--- src/shared/acs_defines.vh ---
// register map, field positions, reset values and timing counts of the
// conversion sequencer; assumes a 32-bit byte-addressed register bus
`ifndef ACS_DEFINES_VH
`define ACS_DEFINES_VH

// byte offsets, one 32-bit word each, data in bits 7..0
`define ACS_OFS_CTRL_A   8'h00
`define ACS_OFS_CTRL_B   8'h04
`define ACS_OFS_RES_HI   8'h08
`define ACS_OFS_RES_LO   8'h0c
`define ACS_OFS_IRQ      8'h10

// conv_control_a fields
`define ACS_A_START      7
`define ACS_A_BUSY       6
`define ACS_A_POWER      5
`define ACS_A_ALIGN      4
`define ACS_A_CHAN_MSB   3

// conv_control_b fields
`define ACS_B_DIV_MSB    2

// irq control fields
`define ACS_I_CONV_EN    0
`define ACS_I_GLOB_EN    1
`define ACS_I_REQ        2

// power-on values
`define ACS_RST_CTRL_A   8'h00
`define ACS_RST_CTRL_B   8'h00
`define ACS_RST_RESULT   8'h00

// converter clock periods per conversion, and the sampling share of it
`define ACS_CONV_CLKS    5'h10
`define ACS_LAST_CLK     4'hf
`define ACS_SAMPLE_CLKS  4'h4

// external channels that exist; other codes leave the input floating
`define ACS_NUM_CHAN     4'h4

`endif

--- src/hw/acs_sync.v ---
// two-flop synchroniser for a bus of independent pin levels
// assumes each bit is a slow level; no word coherence is promised
`timescale 1ns/1ps
module acs_sync #(
  parameter W = 12
) (
  input  wire         clk,
  input  wire         nrst,
  input  wire [W-1:0] d,
  output wire [W-1:0] q
);
  reg [W-1:0] meta_r;
  reg [W-1:0] hold_r;

  genvar i;
  generate
    for (i = 0; i < W; i = i + 1) begin : g_bit
      always @(posedge clk) begin
        if (!nrst) begin
          meta_r[i] <= 1'b0;
          hold_r[i] <= 1'b0;
        end else begin
          meta_r[i] <= d[i];
          hold_r[i] <= meta_r[i];
        end
      end
    end
  endgenerate

  assign q = hold_r;
endmodule

--- src/hw/acs_clkdiv.v ---
// converter clock divider: one-cycle tick every 2**sel system clocks
// assumes run is synchronous to clk; the count restarts while run is low
`timescale 1ns/1ps
module acs_clkdiv (
  input  wire       clk,
  input  wire       nrst,
  input  wire       run,
  input  wire [2:0] sel,
  output wire       tick
);
  reg  [6:0] cnt_r;
  reg        tick_r;
  wire [7:0] span;
  wire [6:0] mask;
  wire       hit;

  // division by 1,2,4..128 for codes 000..111
  assign span = 8'h01 << sel;
  assign mask = span[6:0] - 7'h01;
  assign hit  = (cnt_r & mask) == mask;

  always @(posedge clk) begin
    if (!nrst) begin
      cnt_r  <= 7'h00;
      tick_r <= 1'b0;
    end else if (!run) begin
      cnt_r  <= 7'h00;
      tick_r <= 1'b0;
    end else begin
      cnt_r  <= cnt_r + 7'h01;
      tick_r <= hit;
    end
  end

  assign tick = tick_r;
endmodule

--- src/hw/acs_top.v ---
// conversion sequencer: wishbone registers, start detect, 16-period
// sample/convert timing, busy flag, result bytes and interrupt request
// assumes the analog SAR presents its 12-bit code on ADC_DATA, stable
// well before the last converter clock of a conversion
//
// Operation
// - start on a high-then-low pulse of start
// - busy rises at next converter clock edge
// - busy clears when conversion finishes
// - completion sets request; irq needs both enables
// - divider code selects system clock/1 to /128
// - conversion lasts exactly 16 converter clock periods
// - sampling phase then conversion phase each cycle
// - converter powered only while power enable high
// - busy may read zero, one, then zero
// - 12-bit unsigned result, full scale fff
// - alignment bit sets byte placement, unused zero
// - 4-bit channel code, missing channels float
// - result bytes unchanged while converter disabled
// - busy flag is read-only to software
//
// The placing of the registers and the Wishbone slave port were chosen for this implementation.
`timescale 1ns/1ps
`include "acs_defines.vh"
module acs_top (
  input  wire        CLK,
  input  wire        NRST,
  input  wire        WB_CYC_I,
  input  wire        WB_STB_I,
  input  wire        WB_WE_I,
  input  wire [7:0]  WB_ADR_I,
  input  wire [3:0]  WB_SEL_I,
  input  wire [31:0] WB_DAT_I,
  output wire [31:0] WB_DAT_O,
  output wire        WB_ACK_O,
  input  wire [11:0] ADC_DATA,
  output wire        CONV_POWER,
  output wire [3:0]  CONV_CHANNEL,
  output wire        CONV_CHAN_VALID,
  output wire        CONV_SAMPLE,
  output wire        CONV_CLOCK_TICK,
  output wire        CONV_DONE,
  output wire        IRQ
);
  // register index codes
  localparam RI_NONE  = 3'h0;
  localparam RI_CTRLA = 3'h1;
  localparam RI_CTRLB = 3'h2;
  localparam RI_RESHI = 3'h3;
  localparam RI_RESLO = 3'h4;
  localparam RI_IRQ   = 3'h5;

  // sequencer states
  localparam ST_IDLE  = 2'h0;
  localparam ST_WAIT  = 2'h1;
  localparam ST_CONV  = 2'h2;

  // address decode shared by the read and write paths
  function [2:0] reg_index;
    input [7:0] adr;
    begin
      if (adr == `ACS_OFS_CTRL_A)
        reg_index = RI_CTRLA;
      else if (adr == `ACS_OFS_CTRL_B)
        reg_index = RI_CTRLB;
      else if (adr == `ACS_OFS_RES_HI)
        reg_index = RI_RESHI;
      else if (adr == `ACS_OFS_RES_LO)
        reg_index = RI_RESLO;
      else if (adr == `ACS_OFS_IRQ)
        reg_index = RI_IRQ;
      else
        reg_index = RI_NONE;
    end
  endfunction

  reg         start_r;
  reg         power_r;
  reg         align_r;
  reg  [3:0]  chan_r;
  reg  [4:0]  ctrlb_hi_r;
  reg  [2:0]  div_r;
  reg         irq_en_r;
  reg         glob_en_r;
  reg         irq_req_r;
  reg  [7:0]  res_hi_r;
  reg  [7:0]  res_lo_r;
  reg  [1:0]  state_r;
  reg  [1:0]  state_nxt;
  reg  [3:0]  cnt_r;
  reg  [3:0]  cnt_nxt;
  reg         done_r;
  reg         ack_r;
  reg  [7:0]  rdat_r;
  reg  [7:0]  rdat_nxt;

  wire        req;
  wire        wr_go;
  wire [2:0]  idx;
  wire        lane0;
  wire        wr_ctrla;
  wire        start_fall;
  wire        tick;
  wire        busy;
  wire        finish;
  wire [11:0] code;
  wire [7:0]  ctrla_rd;

  // bus handshake: ack follows a request by one cycle, then drops
  assign req   = WB_CYC_I & WB_STB_I;
  assign idx   = reg_index(WB_ADR_I);
  assign lane0 = WB_SEL_I[0];
  // writes land on the edge where the master sees ack
  assign wr_go = req & ack_r & WB_WE_I & lane0;
  assign wr_ctrla = wr_go & (idx == RI_CTRLA);

  // a written low while the bit holds high is the falling edge
  assign start_fall = wr_ctrla & start_r
                    & ~WB_DAT_I[`ACS_A_START];

  always @(posedge CLK) begin
    if (!NRST) begin
      ack_r <= 1'b0;
    end else begin
      ack_r <= req & ~ack_r;
    end
  end

  // control registers; busy bit position is ignored on write
  always @(posedge CLK) begin
    if (!NRST) begin
      start_r    <= 1'b0;
      power_r    <= 1'b0;
      align_r    <= 1'b0;
      chan_r     <= 4'h0;
      ctrlb_hi_r <= 5'h00;
      div_r      <= 3'h0;
      irq_en_r   <= 1'b0;
      glob_en_r  <= 1'b0;
    end else if (wr_go) begin
      if (idx == RI_CTRLA) begin
        start_r <= WB_DAT_I[`ACS_A_START];
        power_r <= WB_DAT_I[`ACS_A_POWER];
        align_r <= WB_DAT_I[`ACS_A_ALIGN];
        chan_r  <= WB_DAT_I[`ACS_A_CHAN_MSB:0];
      end else if (idx == RI_CTRLB) begin
        ctrlb_hi_r <= WB_DAT_I[7:3];
        div_r      <= WB_DAT_I[`ACS_B_DIV_MSB:0];
      end else if (idx == RI_IRQ) begin
        irq_en_r  <= WB_DAT_I[`ACS_I_CONV_EN];
        glob_en_r <= WB_DAT_I[`ACS_I_GLOB_EN];
      end
    end
  end

  // converter clock, running only while powered
  acs_clkdiv u_div (
    .clk  (CLK),
    .nrst (NRST),
    .run  (power_r),
    .sel  (div_r),
    .tick (tick)
  );

  // sar code comes from outside the clock domain
  acs_sync #(
    .W (12)
  ) u_sync (
    .clk  (CLK),
    .nrst (NRST),
    .d    (ADC_DATA),
    .q    (code)
  );

  // sequencer: a start waits for the next converter clock edge before
  // busy shows, so a fast poll can see 0, then 1, then 0
  always @* begin
    state_nxt = state_r;
    cnt_nxt   = cnt_r;
    case (state_r)
      ST_IDLE: begin
        if (start_fall) begin
          state_nxt = ST_WAIT;
        end
      end
      ST_WAIT: begin
        if (tick) begin
          state_nxt = ST_CONV;
          cnt_nxt   = 4'h0;
        end
      end
      ST_CONV: begin
        if (start_fall) begin
          // restart from sampling at the next converter edge; a nonzero
          // count in the wait state keeps busy up meanwhile
          state_nxt = ST_WAIT;
          cnt_nxt   = `ACS_LAST_CLK;
        end else if (tick) begin
          if (cnt_r == `ACS_LAST_CLK) begin
            // idle always holds a zero count, so a fresh start shows
            // busy only at the next converter edge
            state_nxt = ST_IDLE;
            cnt_nxt   = 4'h0;
          end else begin
            cnt_nxt = cnt_r + 4'h1;
          end
        end
      end
      default: begin
        state_nxt = ST_IDLE;
      end
    endcase
    // dropping power abandons any conversion
    if (!power_r) begin
      state_nxt = ST_IDLE;
      cnt_nxt   = 4'h0;
    end
  end

  always @(posedge CLK) begin
    if (!NRST) begin
      state_r <= ST_IDLE;
      cnt_r   <= 4'h0;
    end else begin
      state_r <= state_nxt;
      cnt_r   <= cnt_nxt;
    end
  end

  // during a restart busy stays up, the count restarts at the edge
  assign busy = (state_r == ST_CONV)
              | ((state_r == ST_WAIT) & (cnt_r != 4'h0));

  // sixteenth converter period after the busy edge ends it
  assign finish = (state_r == ST_CONV) & tick & ~start_fall
                & (cnt_r == `ACS_LAST_CLK) & power_r;

  // first periods sample the selected input, the rest convert
  assign CONV_SAMPLE = (state_r == ST_CONV)
                     & (cnt_r < `ACS_SAMPLE_CLKS);

  // result bytes load together as busy falls; no load while off
  always @(posedge CLK) begin
    if (!NRST) begin
      res_hi_r <= `ACS_RST_RESULT;
      res_lo_r <= `ACS_RST_RESULT;
    end else if (finish) begin
      // 12-bit unsigned code, fff is full scale
      if (!align_r) begin
        // left-justified, low nibble of low byte zero
        res_hi_r <= code[11:4];
        res_lo_r <= {code[3:0], 4'h0};
      end else begin
        // right-justified, upper nibble of high byte zero
        res_hi_r <= {4'h0, code[11:8]};
        res_lo_r <= code[7:0];
      end
    end
  end

  // request flag: completion wins over a software clear
  always @(posedge CLK) begin
    if (!NRST) begin
      irq_req_r <= 1'b0;
      done_r    <= 1'b0;
    end else begin
      done_r <= finish;
      if (finish) begin
        irq_req_r <= 1'b1;
      end else if (wr_go & (idx == RI_IRQ)) begin
        irq_req_r <= WB_DAT_I[`ACS_I_REQ];
      end
    end
  end

  // interrupt only with both enables set
  assign IRQ = irq_req_r & irq_en_r & glob_en_r;

  // busy is read live from the sequencer
  assign ctrla_rd = {start_r, busy, power_r, align_r, chan_r};

  // read mux; unmapped offsets read zero
  always @* begin
    rdat_nxt = 8'h00;
    if (idx == RI_CTRLA)
      rdat_nxt = ctrla_rd;
    else if (idx == RI_CTRLB)
      rdat_nxt = {ctrlb_hi_r, div_r};
    else if (idx == RI_RESHI)
      rdat_nxt = res_hi_r;
    else if (idx == RI_RESLO)
      rdat_nxt = res_lo_r;
    else if (idx == RI_IRQ)
      rdat_nxt = {5'h00, irq_req_r, glob_en_r, irq_en_r};
  end

  always @(posedge CLK) begin
    if (!NRST) begin
      rdat_r <= 8'h00;
    end else if (req & ~ack_r) begin
      rdat_r <= rdat_nxt;
    end
  end

  assign WB_DAT_O = {24'h000000, rdat_r};
  assign WB_ACK_O = ack_r;

  // front-end controls; codes past the last channel float
  assign CONV_POWER      = power_r;
  assign CONV_CHANNEL    = chan_r;
  assign CONV_CHAN_VALID = chan_r < `ACS_NUM_CHAN;
  assign CONV_CLOCK_TICK = tick;
  assign CONV_DONE       = done_r;
endmodule

--- config.mk ---
export PLATFORM = sky130hd
export DESIGN_NAME = acs_top
export DESIGN_NICKNAME = d
export VERILOG_FILES = /design/src/hw/acs_sync.v /design/src/hw/acs_clkdiv.v /design/src/hw/acs_top.v
export VERILOG_INCLUDE_DIRS = /design/src /design/src/shared
export SDC_FILE = /design/constraint.sdc
export NUM_CORES = 1
export LEC_CHECK = 0
export BUFFER_PORTS_ARGS = -buffer_cell sky130_fd_sc_hd__buf_2
export CAP_MARGIN = 20
export CORE_ASPECT_RATIO = 1.2
export CORE_MARGIN = 2
export CORE_UTILIZATION = 30
export CTS_CLUSTER_DIAMETER = 120
export DETAILED_ROUTE_END_ITERATION = 12
export PLACE_DENSITY_LB_ADDON = 0.08
export RECOVER_POWER = 25
export SYNTH_ARGS = -nofsm -noshare
export SYNTH_HDL_FRONTEND = slang
export SYNTH_SLANG_ARGS = --single-unit
--- constraint.sdc ---
create_clock -name CLK -period 5.3 [get_ports CLK]
set_input_delay 0.53 -clock CLK [delete_from_list [all_inputs] [get_ports CLK]]
set_output_delay 0.53 -clock CLK [all_outputs]
set_load 0.005 [all_outputs]
==> flow_summary.toml <==
[status]
status = "finished clean"

[worst_setup_path]
crit_path_end_kind = "register"
cp-start-kind = "input port"
crit_family = "simple AND/OR/NAND/NOR gates"
path_cells = "buf_2 -> nor4_2 -> nand4_1 -> nor3_4 -> mux2i_1"
cp.arrival_ns = 2.65
worstReg2RegEnd = "ctrlb_hi_r[4]"
cp_max_fo = 11
rrSetupSlack_ns = 3.04
r2r_cells = 4
crit_type = "input port to register"
crit_slowest_cell = "nor3_4"
cp.required_ns = 5.57
r2r-start = "WB_ACK_O"
cp.depth = 5
cp_num_buf_inv = 1
slowest_delay_ns = 0.71

[global_routing]
grt_max_degree = 64
grt_first_pass_wirelength_mm = 14.8
track_usage_pct = 14.4
grt_pass1_vias = 2774
grt_overflow = 0
antenna_found_initial = 0

[clocking]
cts_tree = "done"
cts-buffers-inserted = 9
htreeDepth = 3
cts_setup_buffers = 0
clk_latency_ns = 0.34
cts_resized = 0
cts.clk_slew.worst_paths_ns = 0.07
cts-root-buf = "clkbuf_16"
cts_sinks = 82
cts_hold_buf = 0
cts_buffer_depth = 2

[hold_path]
whs_path_depth = 2
hold_path_class = "input port to register"
min-delay-start = "ADC_DATA[3]"
min_to = "u_sync.meta_r[3]"

[timing]
slew_headroom_pct = 40.5
setup_viol = 0
hold_slack_ns = 0.393
rsz0062_at_grt = "false"
fmaxAchievable_mhz = 421
drv_slew = 0
worstMarginPinSlew_ns = 0.890
min_period_over_period_pct = 44.8
period_needed_ns = 2.38
finalHoldViolCount = 0
finalClockSkew_ns = 0.00982
tns_ns = 0

[synth]
synth_top_area_cell = "dfxtp_1"
synth_top_area_share_pct = 43.9
async_flop_share_pct = 0
synthFlopType = "dfxtp_1"
netlist_instances = 408
synth-edff-count = 0
netlist_area_um2 = 3740
synth.top_cells.by_count = "dfxtp_1 (82), nand2_1 (47), and2_1 (26), buf_4 (24), nor2_1 (23)"
synth.area.top_cells = "dfxtp_1 (44%), mux2i_1 (5.1%), buf_4 (4.8%)"
yosysWarnings = 0
synth_cell_types = 56
syn_avg_cell_area_um2 = 9.16
seq_area_frac_synth_pct = 43.9
yosysMostFrequentCell = "dfxtp_1"
synth_seq_cells = 82

[power_and_ir_drop]
powerDensity_nw_per_um2 = 309
ir_drop_uv = 160
power_mw = 1.33
leakage_nw = 1.67

[drt]
drtPass1Iterations = 4
routedWlPerCell_um = 15.3
avgViaCountPerCell = 4.74
drtIter0Drc = 120
wl_met1_mm = 4.29
wl_met2_mm = 4.63
vias = 2909
wl_met3_um = 243
postRouteAntennaNets = 0
drc = 0
routed_wl_mm = 9.38
top_layer = "met4"

[cells_and_area]
finalNonFillerCells = 614
regArea_um2 = 1640
nNetsFinal = 512
fill_cells = 1325
drive_gt1_share_pct = 17.0
antennaDiodeCount = 0
area_delta_synth_final_pct = 15.0
multi_input_area_um2 = 1840
final_util_pct = 35.5

[placed_design]
place_congestion = 0.798
io_buffer_count = 52
placedCellCount = 598
dp_hpwl_mm = 6.75

[floorplanning]
row_count = 44
core_um2 = 12100
initial_utilization_pct = 30.8
die_y_um = 126
die_w_um = 106
pin_count = 104
dieArea_um2 = 13400

[job]
maxCapViolCount = 0
## routing by layer
layer	track usage [%]	vias to the layer above
li1	-	1484
met1	18.4	1369
met2	23.6	45
met3	3.05	11
met4	5.88	0
met5	0	-
## sequential cells by signal (all words and copies together) (netlist names), 5 cells and up
| name | flops |
|---|---|
| u_sync.meta_r | 12 |
| u_sync.q | 12 |
| rdat_r | 8 |
| res_hi_r | 8 |
| res_lo_r | 8 |
| u_div.cnt_r | 7 |
| ctrlb_hi_r | 5 |
## power breakdown
group	leakage, nW	switching, mW	internal (mW)
clock network	0.151	0.267	0.369
registers	0.666	0.00390	0.626
logic	0.852	0.0381	0.0223
total	1.67	0.309	1.02
## stage by stage
step	area, um2	worst slack (ns)
after floorplan	3820	3.35
after global placement	4000	2.52
after detailed placement	4000	2.50
after CTS	4300	2.86
after global routing	4300	2.69
final	4300	2.92
## worst max path at each step
stage / from / to / slack (ns)
floorplan: WB_ADR_I[2] / cnt_r[3] / 3.35
global placement: NRST / res_hi_r[7] / 2.52
detailed placement: WB_ADR_I[1] / ctrlb_hi_r[0] / 2.50
CTS: WB_ADR_I[1] / ctrlb_hi_r[0] / 2.86
global route: WB_ADR_I[1] / div_r[0] / 2.69
finish: WB_ADR_I[1] / ctrlb_hi_r[4] / 2.92
## cells by family (layout without fill, tap and decap cells)
group	count (synthesis)	after routing	share of synthesized area, %
AOI/OAI and AO/OA	83	83	15.5
xor gates and xnor gates	4	4	0.938
adders and majority gates	3	3	1.00
buffers and inverters	58	80	9.01
DFF	82	82	43.9
muxes	23	23	7.90
other	1	24	0.100
and+or+nand+nor	154	154	21.6
## cell type report
type	count	share of cell area, %
Multi-Input combinational cell	291	42.9
Sequential cell	82	38.2
Timing Repair Buffer	53	6.23
Clock buffer	9	5.24
Tap cell	161	4.69
Clock inverter	7	1.75
Inverter	11	0.961
## cells in the final DEF (no fill, tap or decap), types with 2 or more instances in the layout
master     netlist  layout
nor3_1           4       4
o32ai_1          2       2
nand3_1         16      16
a31oi_1         10      10
mux4_1           4       4
clkbuf_16        0       9
xor2_1           3       3
or3_4            2       2
a21oi_1         17      17
nor2b_1          2       2
o211ai_1         5       5
buf_2            5      52
a22o_1           4       4
o21ai_0         16      16
o221ai_1         3       3
inv_6            0       3
or3_1            6       6
nand4_1          4       4
ha_1             3       3
dfxtp_1         82      82
o2111ai_1        3       3
clkinv_2         0       2
o22ai_1          4       4
nand2b_1         4       4
o2bb2ai_1        9       9
and2_1          26      20
nand2_1         47      47
inv_1           11      11
conb_1           1      24
and2_0           1       7
and4_1           2       2
and3_1           7       7
mux2i_1         19      19
nor2_1          23      23
(Power assumes the default switching activity.)
